[config.mk]
export PLATFORM = sky130hd
export DESIGN_NAME = cmc_mode_ctrl
export DESIGN_NICKNAME = d
export VERILOG_FILES = /design/src/cmc_pkg.sv /design/src/cmc_mode_ctrl.sv
export SDC_FILE = /design/constraint.sdc
export NUM_CORES = 1
export LEC_CHECK = 0
export BUFFER_PORTS_ARGS = -buffer_cell sky130_fd_sc_hd__buf_2
export CORE_MARGIN = 2
export CORE_UTILIZATION = 53
export CTS_BUF_LIST = sky130_fd_sc_hd__clkbuf_2
export DETAILED_ROUTE_END_ITERATION = 10
export PLACE_DENSITY = 0.74
export SLEW_MARGIN = 20
export SYNTH_ARGS = -nofsm -noshare
export SYNTH_HDL_FRONTEND = slang
export SYNTH_SLANG_ARGS = --single-unit
[constraint.sdc]
create_clock -name clk -period 4.9 [get_ports clk]
set_clock_uncertainty 0.1 [all_clocks]
set_input_delay 0.735 -clock clk [delete_from_list [all_inputs] [get_ports clk]]
set_output_delay 0.735 -clock clk [all_outputs]
set_load 0.01 [all_outputs]
[src/cmc_pkg.sv]
package cmc_pkg;

    ////////////////////////////////////////////////////////////////////
    // Register offsets (byte addresses)
    localparam logic [7:0] CMC_OFF_CTRL = 8'h00;
    localparam logic [7:0] CMC_OFF_STAT = 8'h04;
    localparam logic [7:0] CMC_OFF_RXB = 8'h08;
    localparam logic [7:0] CMC_OFF_BSEL = 8'h0c;
    localparam logic [7:0] CMC_OFF_FLT = 8'h40;
    localparam logic [7:0] CMC_OFF_FLT_END = 8'h7c;

    // Control register fields
    localparam int CMC_REQ_LSB = 5;
    localparam int CMC_FM_LSB = 0;
    localparam int CMC_WDIS_BIT = 2;
    localparam int CMC_WIE_BIT = 3;
    localparam int CMC_MASK3_BIT = 4;
    // Status register fields
    localparam int CMC_STAT_LSB = 5;
    localparam int CMC_WFLAG_BIT = 0;
    localparam int CMC_FLEN_LSB = 8;
    localparam int CMC_WPTR_LSB = 12;
    // Filter link fields, then data filter length field of the RXB register
    localparam int CMC_FL_MSK_LSB = 4;
    localparam int CMC_FL_EN_BIT = 6;
    localparam int CMC_DFL_LSB = 8;

    ////////////////////////////////////////////////////////////////////
    // Mode request / status codes
    localparam logic [2:0] CMC_OP_NORMAL = 3'h0;
    localparam logic [2:0] CMC_OP_SLEEP = 3'h1;
    localparam logic [2:0] CMC_OP_LOOP = 3'h2;
    localparam logic [2:0] CMC_OP_LISTEN = 3'h3;
    localparam logic [2:0] CMC_OP_CONFIG = 3'h4;
    localparam logic [1:0] CMC_RXM_ERRREC = 2'h3;
    localparam logic [1:0] CMC_FM_LEGACY = 2'h0;
    localparam logic [1:0] CMC_FM_ENH = 2'h1;
    localparam logic [1:0] CMC_FM_FIFO = 2'h2;

    // Reset values
    localparam logic [7:0] CMC_CTRL_RST = 8'h80;
    localparam logic [5:0] CMC_BSEL_RST = 6'h00;

    // Counts and sizes
    localparam logic [3:0] CMC_IDLE_BITS = 4'hb;
    localparam logic [4:0] CMC_DFL_MAX = 5'h12;
    localparam int CMC_NFLT = 16;
    localparam int CMC_NPROG = 6;
    localparam logic [3:0] CMC_FIFO_MAX = 4'h8;
    localparam logic [3:0] CMC_BUF_PROG0 = 4'h2;

    ////////////////////////////////////////////////////////////////////
    typedef enum logic [4:0] {
        CMC_ST_CONFIG = 5'b00001,
        CMC_ST_NORMAL = 5'b00010,
        CMC_ST_SLEEP = 5'b00100,
        CMC_ST_LISTEN = 5'b01000,
        CMC_ST_LOOP = 5'b10000
    } cmc_state_t;

    typedef struct packed {
        logic psel;
        logic penable;
        logic pwrite;
        logic [7:0] paddr;
        logic [31:0] pwdata;
    } cmc_apb_req_t;

    typedef struct packed {
        logic pready;
        logic pslverr;
        logic [31:0] prdata;
    } cmc_apb_rsp_t;

    // Protocol engine status, same clock
    typedef struct packed {
        logic tx_busy;
        logic rx_busy;
        logic tx_pending;
        logic bit_tick;
        logic tx_bit;
        logic msg_done;
        logic msg_ok;
        logic [15:0] flt_hit;
    } cmc_eng_t;

endpackage : cmc_pkg

[src/cmc_mode_ctrl.sv]
`timescale 1ns/1ns
`default_nettype none

module cmc_mode_ctrl (
    // Clock and reset
    input wire logic clk,
    input wire logic rstn,
    // Register bus
    input wire cmc_pkg::cmc_apb_req_t apb_req,
    output cmc_pkg::cmc_apb_rsp_t apb_rsp,
    // Bus pins
    input wire logic bus_rx_pin,
    output logic bus_transmit_pin,
    output logic bus_tx_oe,
    // Protocol engine
    input wire cmc_pkg::cmc_eng_t eng,
    output logic eng_rx_bit,
    output logic eng_tx_en,
    output logic eng_ack_en,
    output logic eng_loopback,
    output logic eng_clk_run,
    output logic err_cnt_clear,
    output logic err_cnt_hold,
    // Filter routing
    output logic [31:0] flt_mask_sel,
    output logic [4:0] data_filter_length,
    output logic store_valid,
    output logic [3:0] store_buf,
    output logic [3:0] fifo_len,
    // Interrupt request for the wake flag
    output logic wake_irq
);
    import cmc_pkg::*;

    ////////////////////////////////////////////////////////////////////
    // Registers
    cmc_state_t state_reg;
    cmc_state_t prev_reg;
    logic [2:0] op_mode_request;
    logic [1:0] func_mode_reg;
    logic wake_disable;
    logic wake_irq_enable;
    logic mask_third_reg;
    logic wake_flag;
    logic [3:0] rx_buffer_mode_bits;
    logic [CMC_NPROG-1:0] tx_en_reg;
    logic [6:0] flt_link_reg [CMC_NFLT];
    logic [4:0] dfl_reg;
    logic [3:0] idle_cnt_reg;
    logic [3:0] fifo_wr_reg;
    logic rx_s1_reg;
    logic rx_s2_reg;
    logic rx_prev_reg;

    function automatic logic [2:0] state_code(input cmc_state_t s);
        case (s)
            CMC_ST_NORMAL: state_code = CMC_OP_NORMAL;
            CMC_ST_SLEEP: state_code = CMC_OP_SLEEP;
            CMC_ST_LISTEN: state_code = CMC_OP_LISTEN;
            CMC_ST_LOOP: state_code = CMC_OP_LOOP;
            default: state_code = CMC_OP_CONFIG;
        endcase
    endfunction : state_code

    function automatic cmc_state_t code_state(input logic [2:0] c);
        case (c)
            CMC_OP_NORMAL: code_state = CMC_ST_NORMAL;
            CMC_OP_SLEEP: code_state = CMC_ST_SLEEP;
            CMC_OP_LISTEN: code_state = CMC_ST_LISTEN;
            CMC_OP_LOOP: code_state = CMC_ST_LOOP;
            default: code_state = CMC_ST_CONFIG;
        endcase
    endfunction : code_state

    ////////////////////////////////////////////////////////////////////
    // Bus pin synchroniser
    always_ff @(posedge clk or negedge rstn) begin
        if (!rstn) begin
            rx_s1_reg <= 1'b1;
            rx_s2_reg <= 1'b1;
            rx_prev_reg <= 1'b1;
        end else begin
            rx_s1_reg <= bus_rx_pin;
            rx_s2_reg <= rx_s1_reg;
            rx_prev_reg <= rx_s2_reg;
        end
    end

    logic rx_fall;
    assign rx_fall = rx_prev_reg & ~rx_s2_reg;

    ////////////////////////////////////////////////////////////////////
    // APB decode
    logic wr_en;
    logic cfg_ok;
    logic in_sleep;
    logic in_flt;
    logic [3:0] flt_idx;
    assign wr_en = apb_req.psel & apb_req.penable & apb_req.pwrite
        & apb_rsp.pready;
    assign cfg_ok = (state_reg == CMC_ST_CONFIG);
    assign in_sleep = (state_reg == CMC_ST_SLEEP);
    assign in_flt = (apb_req.paddr >= CMC_OFF_FLT)
        && (apb_req.paddr <= CMC_OFF_FLT_END);
    assign flt_idx = apb_req.paddr[5:2];

    logic [31:0] rd_data;
    logic rd_err;
    always_comb begin
        rd_data = 32'h0000_0000;
        rd_err = 1'b0;
        if (apb_req.paddr == CMC_OFF_CTRL) begin
            rd_data[CMC_REQ_LSB +: 3] = op_mode_request;
            rd_data[CMC_MASK3_BIT] = mask_third_reg;
            rd_data[CMC_WIE_BIT] = wake_irq_enable;
            rd_data[CMC_WDIS_BIT] = wake_disable;
            rd_data[CMC_FM_LSB +: 2] = func_mode_reg;
        end else if (apb_req.paddr == CMC_OFF_STAT) begin
            rd_data[CMC_STAT_LSB +: 3] = state_code(state_reg);
            rd_data[CMC_WFLAG_BIT] = wake_flag;
            rd_data[CMC_FLEN_LSB +: 4] = fifo_len;
            rd_data[CMC_WPTR_LSB +: 4] = fifo_wr_reg;
        end else if (apb_req.paddr == CMC_OFF_RXB) begin
            rd_data[3:0] = rx_buffer_mode_bits;
            rd_data[CMC_DFL_LSB +: 5] = dfl_reg;
        end else if (apb_req.paddr == CMC_OFF_BSEL) begin
            rd_data[CMC_NPROG-1:0] = tx_en_reg;
        end else if (in_flt && apb_req.paddr[1:0] == 2'h0) begin
            rd_data[6:0] = flt_link_reg[flt_idx];
        end else begin
            rd_err = 1'b1;
        end
    end

    always_ff @(posedge clk or negedge rstn) begin
        if (!rstn) begin
            apb_rsp <= '0;
        end else begin
            apb_rsp.pready <= apb_req.psel & ~apb_req.penable;
            apb_rsp.pslverr <= apb_req.psel & ~apb_req.penable & rd_err;
            if (apb_req.psel && !apb_req.penable) begin
                apb_rsp.prdata <= apb_req.pwrite ? 32'h0000_0000 : rd_data;
            end
        end
    end

    ////////////////////////////////////////////////////////////////////
    // Configuration registers
    always_ff @(posedge clk or negedge rstn) begin
        if (!rstn) begin
            func_mode_reg <= CMC_FM_LEGACY;
            wake_disable <= 1'b0;
            wake_irq_enable <= 1'b0;
            mask_third_reg <= 1'b0;
            rx_buffer_mode_bits <= 4'h0;
            tx_en_reg <= CMC_BSEL_RST;
            dfl_reg <= 5'h00;
        end else if (wr_en) begin
            if (apb_req.paddr == CMC_OFF_CTRL) begin
                wake_disable <= apb_req.pwdata[CMC_WDIS_BIT];
                wake_irq_enable <= apb_req.pwdata[CMC_WIE_BIT];
                if (cfg_ok) begin
                    func_mode_reg <= apb_req.pwdata[CMC_FM_LSB +: 2];
                    mask_third_reg <= apb_req.pwdata[CMC_MASK3_BIT];
                end
            end else if (apb_req.paddr == CMC_OFF_RXB) begin
                rx_buffer_mode_bits <= apb_req.pwdata[3:0];
                if (cfg_ok) begin
                    // Clamp to 18 bits
                    dfl_reg <= (apb_req.pwdata[CMC_DFL_LSB +: 5]
                        > CMC_DFL_MAX) ? CMC_DFL_MAX
                        : apb_req.pwdata[CMC_DFL_LSB +: 5];
                end
            end else if (apb_req.paddr == CMC_OFF_BSEL && cfg_ok) begin
                tx_en_reg <= apb_req.pwdata[CMC_NPROG-1:0];
            end
        end
    end

    always_ff @(posedge clk or negedge rstn) begin
        if (!rstn) begin
            for (int i = 0; i < CMC_NFLT; i++) begin
                flt_link_reg[i] <= 7'h00;
            end
        end else if (wr_en && in_flt && cfg_ok) begin
            flt_link_reg[flt_idx] <= apb_req.pwdata[6:0];
        end
    end

    ////////////////////////////////////////////////////////////////////
    // Idle bus detector: consecutive recessive bits
    always_ff @(posedge clk or negedge rstn) begin
        if (!rstn) begin
            idle_cnt_reg <= 4'h0;
        end else if (!rx_s2_reg) begin
            idle_cnt_reg <= 4'h0;
        end else if (eng.bit_tick && idle_cnt_reg != CMC_IDLE_BITS) begin
            idle_cnt_reg <= idle_cnt_reg + 4'h1;
        end
    end

    ////////////////////////////////////////////////////////////////////
    // Operating mode state machine
    logic busy;
    logic wake_now;
    cmc_state_t target;
    assign busy = eng.tx_busy | eng.rx_busy;
    assign target = code_state(op_mode_request);
    assign wake_now = in_sleep & rx_fall & ~wake_disable;

    always_ff @(posedge clk or negedge rstn) begin
        if (!rstn) begin
            state_reg <= CMC_ST_CONFIG;
            prev_reg <= CMC_ST_CONFIG;
            op_mode_request <= CMC_CTRL_RST[7:5];
        end else begin
            if (wake_now) begin
                state_reg <= prev_reg;
                op_mode_request <= state_code(prev_reg);
            end else begin
                if (wr_en && apb_req.paddr == CMC_OFF_CTRL) begin
                    op_mode_request <= apb_req.pwdata[CMC_REQ_LSB +: 3];
                end
                if (target != state_reg && !eng.tx_pending) begin
                    case (target)
                        CMC_ST_SLEEP: begin
                            if (!busy || idle_cnt_reg == CMC_IDLE_BITS) begin
                                prev_reg <= state_reg;
                                state_reg <= CMC_ST_SLEEP;
                            end
                        end
                        CMC_ST_CONFIG: begin
                            if (!busy) begin
                                state_reg <= CMC_ST_CONFIG;
                            end
                        end
                        default: begin
                            state_reg <= target;
                        end
                    endcase
                end
            end
        end
    end

    ////////////////////////////////////////////////////////////////////
    // Wake flag, write one to clear, set wins
    always_ff @(posedge clk or negedge rstn) begin
        if (!rstn) begin
            wake_flag <= 1'b0;
        end else if (wake_now) begin
            wake_flag <= 1'b1;
        end else if (wr_en && apb_req.paddr == CMC_OFF_STAT
                && apb_req.pwdata[CMC_WFLAG_BIT]) begin
            wake_flag <= 1'b0;
        end
    end

    ////////////////////////////////////////////////////////////////////
    // Pin and engine controls
    logic listen_enter;
    assign listen_enter = (target == CMC_ST_LISTEN)
        && (state_reg != CMC_ST_LISTEN) && !eng.tx_pending;

    always_ff @(posedge clk or negedge rstn) begin
        if (!rstn) begin
            bus_transmit_pin <= 1'b1;
            bus_tx_oe <= 1'b0;
            eng_rx_bit <= 1'b1;
            eng_tx_en <= 1'b0;
            eng_ack_en <= 1'b0;
            eng_loopback <= 1'b0;
            eng_clk_run <= 1'b1;
            err_cnt_clear <= 1'b0;
            err_cnt_hold <= 1'b1;
            wake_irq <= 1'b0;
        end else begin
            // Recessive unless normal mode
            bus_transmit_pin <= (state_reg == CMC_ST_NORMAL)
                ? eng.tx_bit : 1'b1;
            // Released to port function in loopback and config
            bus_tx_oe <= (state_reg != CMC_ST_LOOP)
                && (state_reg != CMC_ST_CONFIG);
            eng_rx_bit <= (state_reg == CMC_ST_LOOP)
                ? eng.tx_bit : rx_s2_reg;
            eng_tx_en <= (state_reg == CMC_ST_NORMAL)
                || (state_reg == CMC_ST_LOOP);
            eng_ack_en <= (state_reg == CMC_ST_NORMAL);
            eng_loopback <= (state_reg == CMC_ST_LOOP);
            eng_clk_run <= !in_sleep;
            err_cnt_clear <= listen_enter
                || (target == CMC_ST_CONFIG && !cfg_ok);
            err_cnt_hold <= in_sleep || cfg_ok
                || (state_reg == CMC_ST_LISTEN);
            wake_irq <= wake_flag && wake_irq_enable
                && !wake_disable;
        end
    end

    ////////////////////////////////////////////////////////////////////
    // FIFO length: stops at first transmit programmable buffer
    logic [3:0] flen;
    always_comb begin
        flen = CMC_FIFO_MAX;
        for (int i = CMC_NPROG - 1; i >= 0; i--) begin
            if (tx_en_reg[i]) begin
                flen = CMC_BUF_PROG0 + 4'(i);
            end
        end
    end

    ////////////////////////////////////////////////////////////////////
    // Acceptance routing
    function automatic logic buf_is_rx(input logic [3:0] b,
            input logic [CMC_NPROG-1:0] txe);
        logic r;
        r = 1'b0;
        if (b < CMC_BUF_PROG0) begin
            r = 1'b1;
        end else if (b < CMC_FIFO_MAX) begin
            r = !txe[3'(b - CMC_BUF_PROG0)];
        end
        buf_is_rx = r;
    endfunction : buf_is_rx

    logic hit_ok;
    logic [3:0] hit_buf;
    logic [3:0] fidx;
    always_comb begin
        hit_ok = 1'b0;
        hit_buf = 4'h0;
        fidx = 4'h0;
        if (func_mode_reg == CMC_FM_LEGACY) begin
            // Filters 0-1 to buffer 0, 2-5 to buffer 1
            if (eng.flt_hit[1:0] != 2'h0) begin
                hit_ok = 1'b1;
            end else if (eng.flt_hit[5:2] != 4'h0) begin
                hit_ok = 1'b1;
                hit_buf = 4'h1;
            end
        end else begin
            for (int i = CMC_NFLT - 1; i >= 0; i--) begin
                fidx = 4'(i);
                // Filter 15 acts as third mask when selected
                if (eng.flt_hit[i] && flt_link_reg[i][CMC_FL_EN_BIT]
                        && !(fidx == 4'hf && mask_third_reg)
                        && buf_is_rx(flt_link_reg[i][3:0], tx_en_reg)
                        && flt_link_reg[i][3:0] < flen) begin
                    hit_ok = 1'b1;
                    hit_buf = flt_link_reg[i][3:0];
                end
            end
        end
    end

    // Legacy buffer in error recognition takes invalid frames
    logic errrec_ok;
    logic [3:0] errrec_buf;
    always_comb begin
        errrec_ok = 1'b0;
        errrec_buf = 4'h0;
        if (func_mode_reg == CMC_FM_LEGACY) begin
            if (rx_buffer_mode_bits[1:0] == CMC_RXM_ERRREC) begin
                errrec_ok = 1'b1;
            end else if (rx_buffer_mode_bits[3:2] == CMC_RXM_ERRREC) begin
                errrec_ok = 1'b1;
                errrec_buf = 4'h1;
            end
        end
    end

    always_ff @(posedge clk or negedge rstn) begin
        if (!rstn) begin
            store_valid <= 1'b0;
            store_buf <= 4'h0;
            fifo_wr_reg <= 4'h0;
        end else begin
            store_valid <= 1'b0;
            if (func_mode_reg != CMC_FM_FIFO) begin
                fifo_wr_reg <= 4'h0;
            end
            // Nothing stored in sleep or config; wake frame dropped
            if (eng.msg_done && !in_sleep && !cfg_ok) begin
                if (!eng.msg_ok) begin
                    if (state_reg == CMC_ST_LISTEN) begin
                        store_valid <= 1'b1;
                        store_buf <= 4'h0;
                    end else if (errrec_ok) begin
                        store_valid <= 1'b1;
                        store_buf <= errrec_buf;
                    end
                end else if (hit_ok) begin
                    store_valid <= 1'b1;
                    if (func_mode_reg == CMC_FM_FIFO) begin
                        store_buf <= fifo_wr_reg;
                        fifo_wr_reg <= (fifo_wr_reg + 4'h1 >= flen)
                            ? 4'h0 : fifo_wr_reg + 4'h1;
                    end else begin
                        store_buf <= hit_buf;
                    end
                end
            end
        end
    end

    ////////////////////////////////////////////////////////////////////
    // Routing fields to the filter engine
    always_ff @(posedge clk or negedge rstn) begin
        if (!rstn) begin
            flt_mask_sel <= 32'h0000_0000;
            data_filter_length <= 5'h00;
            fifo_len <= CMC_FIFO_MAX;
        end else begin
            for (int i = 0; i < CMC_NFLT; i++) begin
                flt_mask_sel[2*i +: 2] <=
                    flt_link_reg[i][CMC_FL_MSK_LSB +: 2];
            end
            data_filter_length <= (func_mode_reg == CMC_FM_LEGACY)
                ? 5'h00 : dfl_reg;
            fifo_len <= flen;
        end
    end

endmodule : cmc_mode_ctrl

`default_nettype wire

==> metrics.txt, run 1 <==
hold path start=apb_req[12]; vias in the first global route=~10000; initial drt markers=around 810; TritonCTS Buffers=between 50 and 60; Initial Util=0.539; Slew @ Worst Pin=about 1000 ps; R2R depth=13; Final setup viols=0; Die W=161 um; hold depth=2; DRC=0; CTS clk-pin slew, worst paths=roughly 110 ps; drt first pass iters=6; Vias=roughly 10000; global-route usage over all layers=0.288; Via-to-Cell Ratio=between 6 and 7; DP HPWL=roughly 26 mm; Static Leak=between 6 and 7 nW; remaining global-route overflow=0; Syn. warnings=0; R2R Path End=store_buf[1]; number of hold buffers added after cts=4; Tcrit/Tclk final=0.864; Synth Flop Type=dfrtp_1; fillers=just over 2000; core area=about 24000 um^2; initial antenna violation count=2; hold crit path type=primary input to register; die height=161 um; post-synthesis cell count=1159; status=completed; max cap viols=0; endpoint class of the critical path=register; P per Cell Area=268 nW/um^2; crit-path max cell delay=around 640 ps; Crit path max-delay family=compound AO/OA/AOI/OAI gates; cell chain of the critical path=or2_1, o21ai_1, buf_4, ha_1, nand2_1, a211oi_1, a221oi_4, and2_2, or3b_1, a31o_2, a211oi_1, o221a_2, o31a_1; H-tree levels=2; DR WL/cell=roughly 22 um; final WL=~37 mm; max reg flops=112; register area share after synthesis=0.443; final net count=between 1000 and 1500; most repeated library cell on the critical path=a211oi_1; Critical Path Start Type=register; post-route ant nets=0; buffer and inverter count on the worst path=1; IO Count=about 160; DR WL met3=3.56 mm; largest net degree at the start of global routing=97; Final Hold Fails=0; first-pass GRT wire length=slightly below 60 mm; number of synthesized flops with an enable pin=0; Min Hold Slack=between 60 and 70 ps; total power draw=3.86 mW; Final Max Slew Viols=0; setup_tns=0 ps; worst-path fanout max=12; Synth Area per Inst=11.3 um^2; input/output buffers=about 120; share of layout cells above drive strength 1=0.334; Hold EP=dfl_reg[4]; gpl congestion=around 1; full die area=25900 um^2; CP max stage cell=dfrtp_1; CP Data Required Time=roughly 5600 ps; RSZ-0062 raised after global routing=no; worst-case vdd ir drop=0.182 mV; WL met2=around 17 mm; clock root cell=clkbuf_2; CTS resizes=0; RR Startpoint=tx_en_reg[4]; post-synthesis register bit count=around 230; reg-to-reg setup timing slack=between 600 and 700 ps; post-CTS setup buffer count=0; Placement Setup Slack=around 900 ps; Metal-1 WL=15.0 mm; crit path DAT=around 4900 ps; FMAX=around 240 MHz; clk_lat worst skew=a little under 900 ps; Rows=57; Slew headroom=0.302; final worst slack=664 ps; Crit Path Class=register to register; async set or reset register ratio after synthesis=1.00; clock sink total=231; CTS tree=done; CTS Buffer Depth=3; Cell Area, Synth=around 13000 um^2; minimum clock period=roughly 4200 ps; Area Overhead vs Synth=10.3%; Max Used Layer=met5; Netlist cell types=103
metrics by stage:
stage / area, um^2 / utilization / instances
detailed placement: 13900 / 0.573 / 1563
CTS: 14400 / 0.595 / 1665
floorplan: 13100 / - / 1174
global route: 14400 / 0.595 / 1666
finish: 14400 / 0.595 / 1666
global placement: 13900 / 0.573 / 1563
power by group:
part           total, mW  internal (mW)  leakage (nW)  switching (mW)
clock               1.20          0.430         0.359           0.774
sequential          2.13           2.01          3.06           0.121
combinational      0.529          0.216          3.56           0.313
total               3.86           2.65          6.98            1.21
cell type report:
cell class | count | area [um^2] | share of cell area
multi-input combinational | 819 | 6720 | 0.466
sequential | 231 | 5790 | 0.402
timing repair buffer | 153 | 873 | 0.0605
tap | 324 | 405 | 0.0281
clock buffer | 76 | 380 | 0.0264
inverter | 40 | 150 | 0.0104
clock inverter | 22 | 98.8 | 0.00685
antenna | 1 | 2.50 | 0.000173
layout by cell type (no fill, tap or decap), drive strengths merged, types with 8 or more instances in the layout:
cell / n
mux4: 51
dfrtp: 220
nand3: 22
mux2i: 23
nor4: 10
a22o: 10
buf: 149
clkbuf: 76
mux2: 121
o21ai: 65
o2111ai: 9
o31ai: 9
nor2: 69
a21oi: 32
conb: 16
and2: 11
and3: 8
nand2: 108
o211ai: 12
ha: 37
clkinv: 19
a211oi: 16
dfstp: 11
inv: 42
or2: 9
nor3: 21
nand2b: 13
nor2b: 9
nand4: 10
cell families after synthesis:
| logic type | Yosys count | share of synthesized area |
|---|---|---|
| other | 1 | 0.000287 |
| AOI/OAI and AO/OA | 235 | 0.131 |
| muxes | 195 | 0.210 |
| buffers and inverters | 124 | 0.0474 |
| xor gates and xnor gates | 8 | 0.00536 |
| and+or+nand+nor | 326 | 0.126 |
| DFF | 231 | 0.443 |
| adders and majority gates | 39 | 0.0370 |
metal layers:
metal	global-route usage	vias to the layer above
li1	-	4630
met1	0.386	5176
met5	0	-
met4	0.123	2
met2	0.448	541
met3	0.0750	114
synth_stat cells, drive strengths merged, types with 4 or more instances:
cell type / number / area, um^2
nand2: 108 / 405
a211o: 4 / 36.3
a211oi: 16 / 120
a221oi: 4 / 58.8
mux4: 51 / 1150
o22ai: 4 / 25.0
o2111ai: 9 / 78.8
a22o: 10 / 87.6
ha: 37 / 463
mux2i: 23 / 230
a311o: 5 / 51.3
nor3b: 7 / 52.6
a222oi: 4 / 40.0
a22oi: 4 / 30.0
nor3: 21 / 110
nor4: 10 / 62.6
dfrtp: 220 / 5510
nor2b: 9 / 56.3
clkbuf: 39 / 146
xnor2: 6 / 52.6
o311ai: 5 / 51.3
o311a: 5 / 51.3
a2111oi: 5 / 43.8
nand4: 10 / 62.6
nor2: 69 / 259
o221ai: 4 / 41.3
buf: 45 / 323
or2: 9 / 58.8
a21o: 5 / 38.8
o21ai: 65 / 325
o31ai: 9 / 72.6
and3: 8 / 50.1
mux2: 121 / 1360
o2bb2ai: 4 / 35.0
inv: 40 / 150
nand2b: 13 / 81.3
dfstp: 11 / 289
o211ai: 12 / 105
a21oi: 32 / 168
nor4bb: 7 / 70.1
a31oi: 5 / 31.3
nand3: 22 / 110
and2: 11 / 70.1
how the worst max path moves through the flow:
stage | start | end | slack [ps] | depth (start not counted)
3_5_place_dp | tx_en_reg[2] | store_buf[1] | 900 | 13
4_1_cts | tx_en_reg[2] | fifo_wr_reg[2] | 740 | 15
2_1_floorplan | tx_en_reg[2] | store_buf[1] | 490 | 14
3_3_place_gp | tx_en_reg[4] | store_buf[1] | 960 | 13
5_1_grt | tx_en_reg[2] | fifo_wr_reg[2] | 460 | 16
6_report | tx_en_reg[4] | store_buf[1] | 660 | 13
worst register-to-register path, delay by kind of cell, from the launching register on:
family                     cells  cell delay, ps
AOI/OAI and AO/OA              7            1800
DFF                            1             640
buffers and inverters          1             210
adders and majority gates      1             290
and+or+nand+nor                4            1050
No activity file was read; power rests on OpenSTA's default activity.
==> run 2: changes to the inputs <==
PLACE_DENSITY = not set   (was 0.74)
PLACE_DENSITY_LB_ADDON = 0.25   (was not set)
clock period = 3.39 ns   (was 4.9 ns; I/O delays follow)
==> metrics.txt, run 2 (synthesized netlist as in run 1, its figures left out) <==
CP max stage cell=or4b_4 (was dfrtp_1); Min Hold Slack=52.0 ps (was 69.9 ps); H-tree levels=2 (unchanged); CTS clk-pin slew, worst paths=90 ps (was 110 ps); Die W=161 um (unchanged); initial drt markers=824 (was 805); global-route usage over all layers=0.302 (was 0.288); crit path DAT=4090 ps (was 4890 ps); GRT met1 Usage=0.415 (was 0.386); worst-case vdd ir drop=0.281 mV (was 0.182 mV); final net count=1523 (was 1406); Crit Path Class=register to register (unchanged); RSZ-0062 raised after global routing=yes (was no); CP Data Required Time=3990 ps (was 5550 ps); DP HPWL=27.9 mm (was 26.0 mm); share of layout cells above drive strength 1=0.405 (was 0.334); Via-to-Cell Ratio=6.08 (was 6.28); core area=24200 um^2 (unchanged); Crit path max-delay family=simple AND/OR/NAND/NOR gates (was compound AO/OA/AOI/OAI gates); Final Max Slew Viols=0 (unchanged); buffer and inverter count on the worst path=3 (was 1); most common cell after layout, fill and taps aside=dfrtp_1 (unchanged); input/output buffers=123 (unchanged); CTS tree=done (unchanged); cell chain of the critical path=nor2_4, nand3_4, buf_6, ha_1, nand2_2, o311ai_4, buf_4, buf_6, o22ai_1, or4b_4, a311o_1, nand4b_1, a2bb2oi_1 (was or2_1, o21ai_1, buf_4, ha_1, nand2_1, a211oi_1, a221oi_4, and2_2, or3b_1, a31o_2, a211oi_1, o221a_2, o31a_1); Final setup viols=5 (was 0); Initial Util=0.539 (unchanged); final instance area=15700 um^2 (was 14400 um^2); violated checks=setup timing; gpl congestion=0.988 (was 0.992); IO Count=159 (unchanged); met3 track demand over resource=0.0544 (was 0.0750); crit-path max cell delay=590 ps (was 640 ps); drt first pass iters=8 (was 6); Static Leak=7.62 nW (was 6.98 nW); startpoint of the worst setup timing path=tx_en_reg[3] (was tx_en_reg[4]); area occupied by multi-input gates=7000 um^2 (was 6720 um^2); met2 Usage GRT=0.479 (was 0.448); Placed Instance Area=14700 um^2 (was 13900 um^2); Critical Path Start Type=register (unchanged); most frequent cells in the layout=dfrtp_1 (220), buf_2 (122), mux2_2 (121) (unchanged); DRC=0 (unchanged); vias in the first global route=10800 (was 10400); max cap viols=0 (unchanged); worst-path fanout max=7 (was 12); clock sink total=231 (unchanged); Slew @ Worst Pin=709 ps (was 1040 ps); status=finished, violations left (was completed); hold crit path type=primary input to asynchronous set/reset pin (was primary input to register); full die area=25900 um^2 (unchanged); final WL=39.0 mm (was 36.7 mm); Area Overhead vs Synth=20.3% (was 10.3%); remaining global-route overflow=0 (unchanged); TritonCTS Buffers=59 (was 55); Final Hold Fails=0 (unchanged); Slew headroom=0.523 (was 0.302); initial antenna violation count=1 (was 2); Tcrit/Tclk final=1.03 (was 0.864); post-route ant nets=0 (unchanged); sequential cell area=5790 um^2 (unchanged); clk_lat worst skew=880 ps (was 890 ps); layer with the highest usage=met2 (unchanged); FMAX=287 MHz (was 236 MHz); non-filler cells, final=1791 (was 1666); endpoint class of the critical path=register (unchanged); Vias=10900 (was 10500); die height=161 um (unchanged); minimum clock period=3490 ps (was 4240 ps); Rows=57 (unchanged); RR Startpoint=tx_en_reg[3] (was tx_en_reg[4]); P per Cell Area=369 nW/um^2 (was 268 nW/um^2); clock root cell=clkbuf_2 (unchanged); DR WL/cell=21.8 um (was 22.0 um); max reg flops=112 (unchanged); largest net degree at the start of global routing=100 (was 97); most repeated library cell on the critical path=buf_6 (was a211oi_1); placed insts=1641 (was 1563); CTS Buffer Depth=3 (unchanged); first-pass GRT wire length=61.0 mm (was 58.3 mm); fillers=1958 (was 2053); final worst slack=-96.8 ps (was 664 ps)
[run 2: layer usage]
metal	wire length (um)	vias up
met5	0	-
met4	1640	0
met3	3070	109
met2	18100	523
met1	16300	5379
li1	-	4875
[run 2: what timing repair did]
| action | CTS | global route |
|---|---|---|
| pin swaps | 13 | 13 |
| resized for setup | 22 | 31 |
| hold buffers | 24 | 0 |
| hold endpoints to repair | 209 | 0 |
| setup endpoints to repair | 9 | 9 |
| setup buffers | 8 | 7 |
[run 2: worst reg2reg max path, delay by kind of cell, from the launching register on]
family | cells | cell delay, ps
and+or+nand+nor | 5 | 1200
DFF | 1 | 430
AOI/OAI and AO/OA | 4 | 830
buffers and inverters | 3 | 480
adders and majority gates | 1 | 300
[run 2: worst paths after layout]
kind | endpoint | slack (ps) | cells past startpoint
max in group asynchronous | tx_en_reg[4] | 2170 | 3
worst min register to register | rx_s2_reg | 260 | 0
min in group clk | op_mode_request[1] | 70 | 3
worst min-delay path | idle_cnt_reg[0] | 50 | 2
worst max register to register | store_buf[0] | -100 | 13
worst max-delay path | store_buf[0] | -100 | 13
[run 2: area by class of cell]
cell class,instances,share of cell area
Clock inverter,22,0.00596
Clock buffer,88,0.0280
Multi-Input combinational cell,819,0.445
Tap cell,324,0.0258
Timing Repair Buffer,266,0.117
Antenna cell,1,0.000159
Sequential cell,231,0.368
Inverter,40,0.00954
[run 2: metrics by stage]
stage / worst slack, ps / power (mW) / util / TNS, ps
after floorplan: -51.8 / 3.60 / - / -59.2
after global placement: -119 / 3.90 / 0.604 / -411
after detailed placement: -180 / 3.92 / 0.604 / -702
after CTS: -26.1 / 5.82 / 0.642 / -47.8
after global routing: -187 / 6.13 / 0.649 / -1100
final: -96.8 / 5.81 / 0.649 / -313
[run 2: power by group]
group / total, mW / leakage (nW) / switching, mW / internal [mW]
Sequential: 3.07 / 3.06 / 0.167 / 2.90
Clock: 1.87 / 0.406 / 1.17 / 0.703
Combinational: 0.866 / 4.15 / 0.485 / 0.381
Total: 5.81 / 7.62 / 1.82 / 3.98
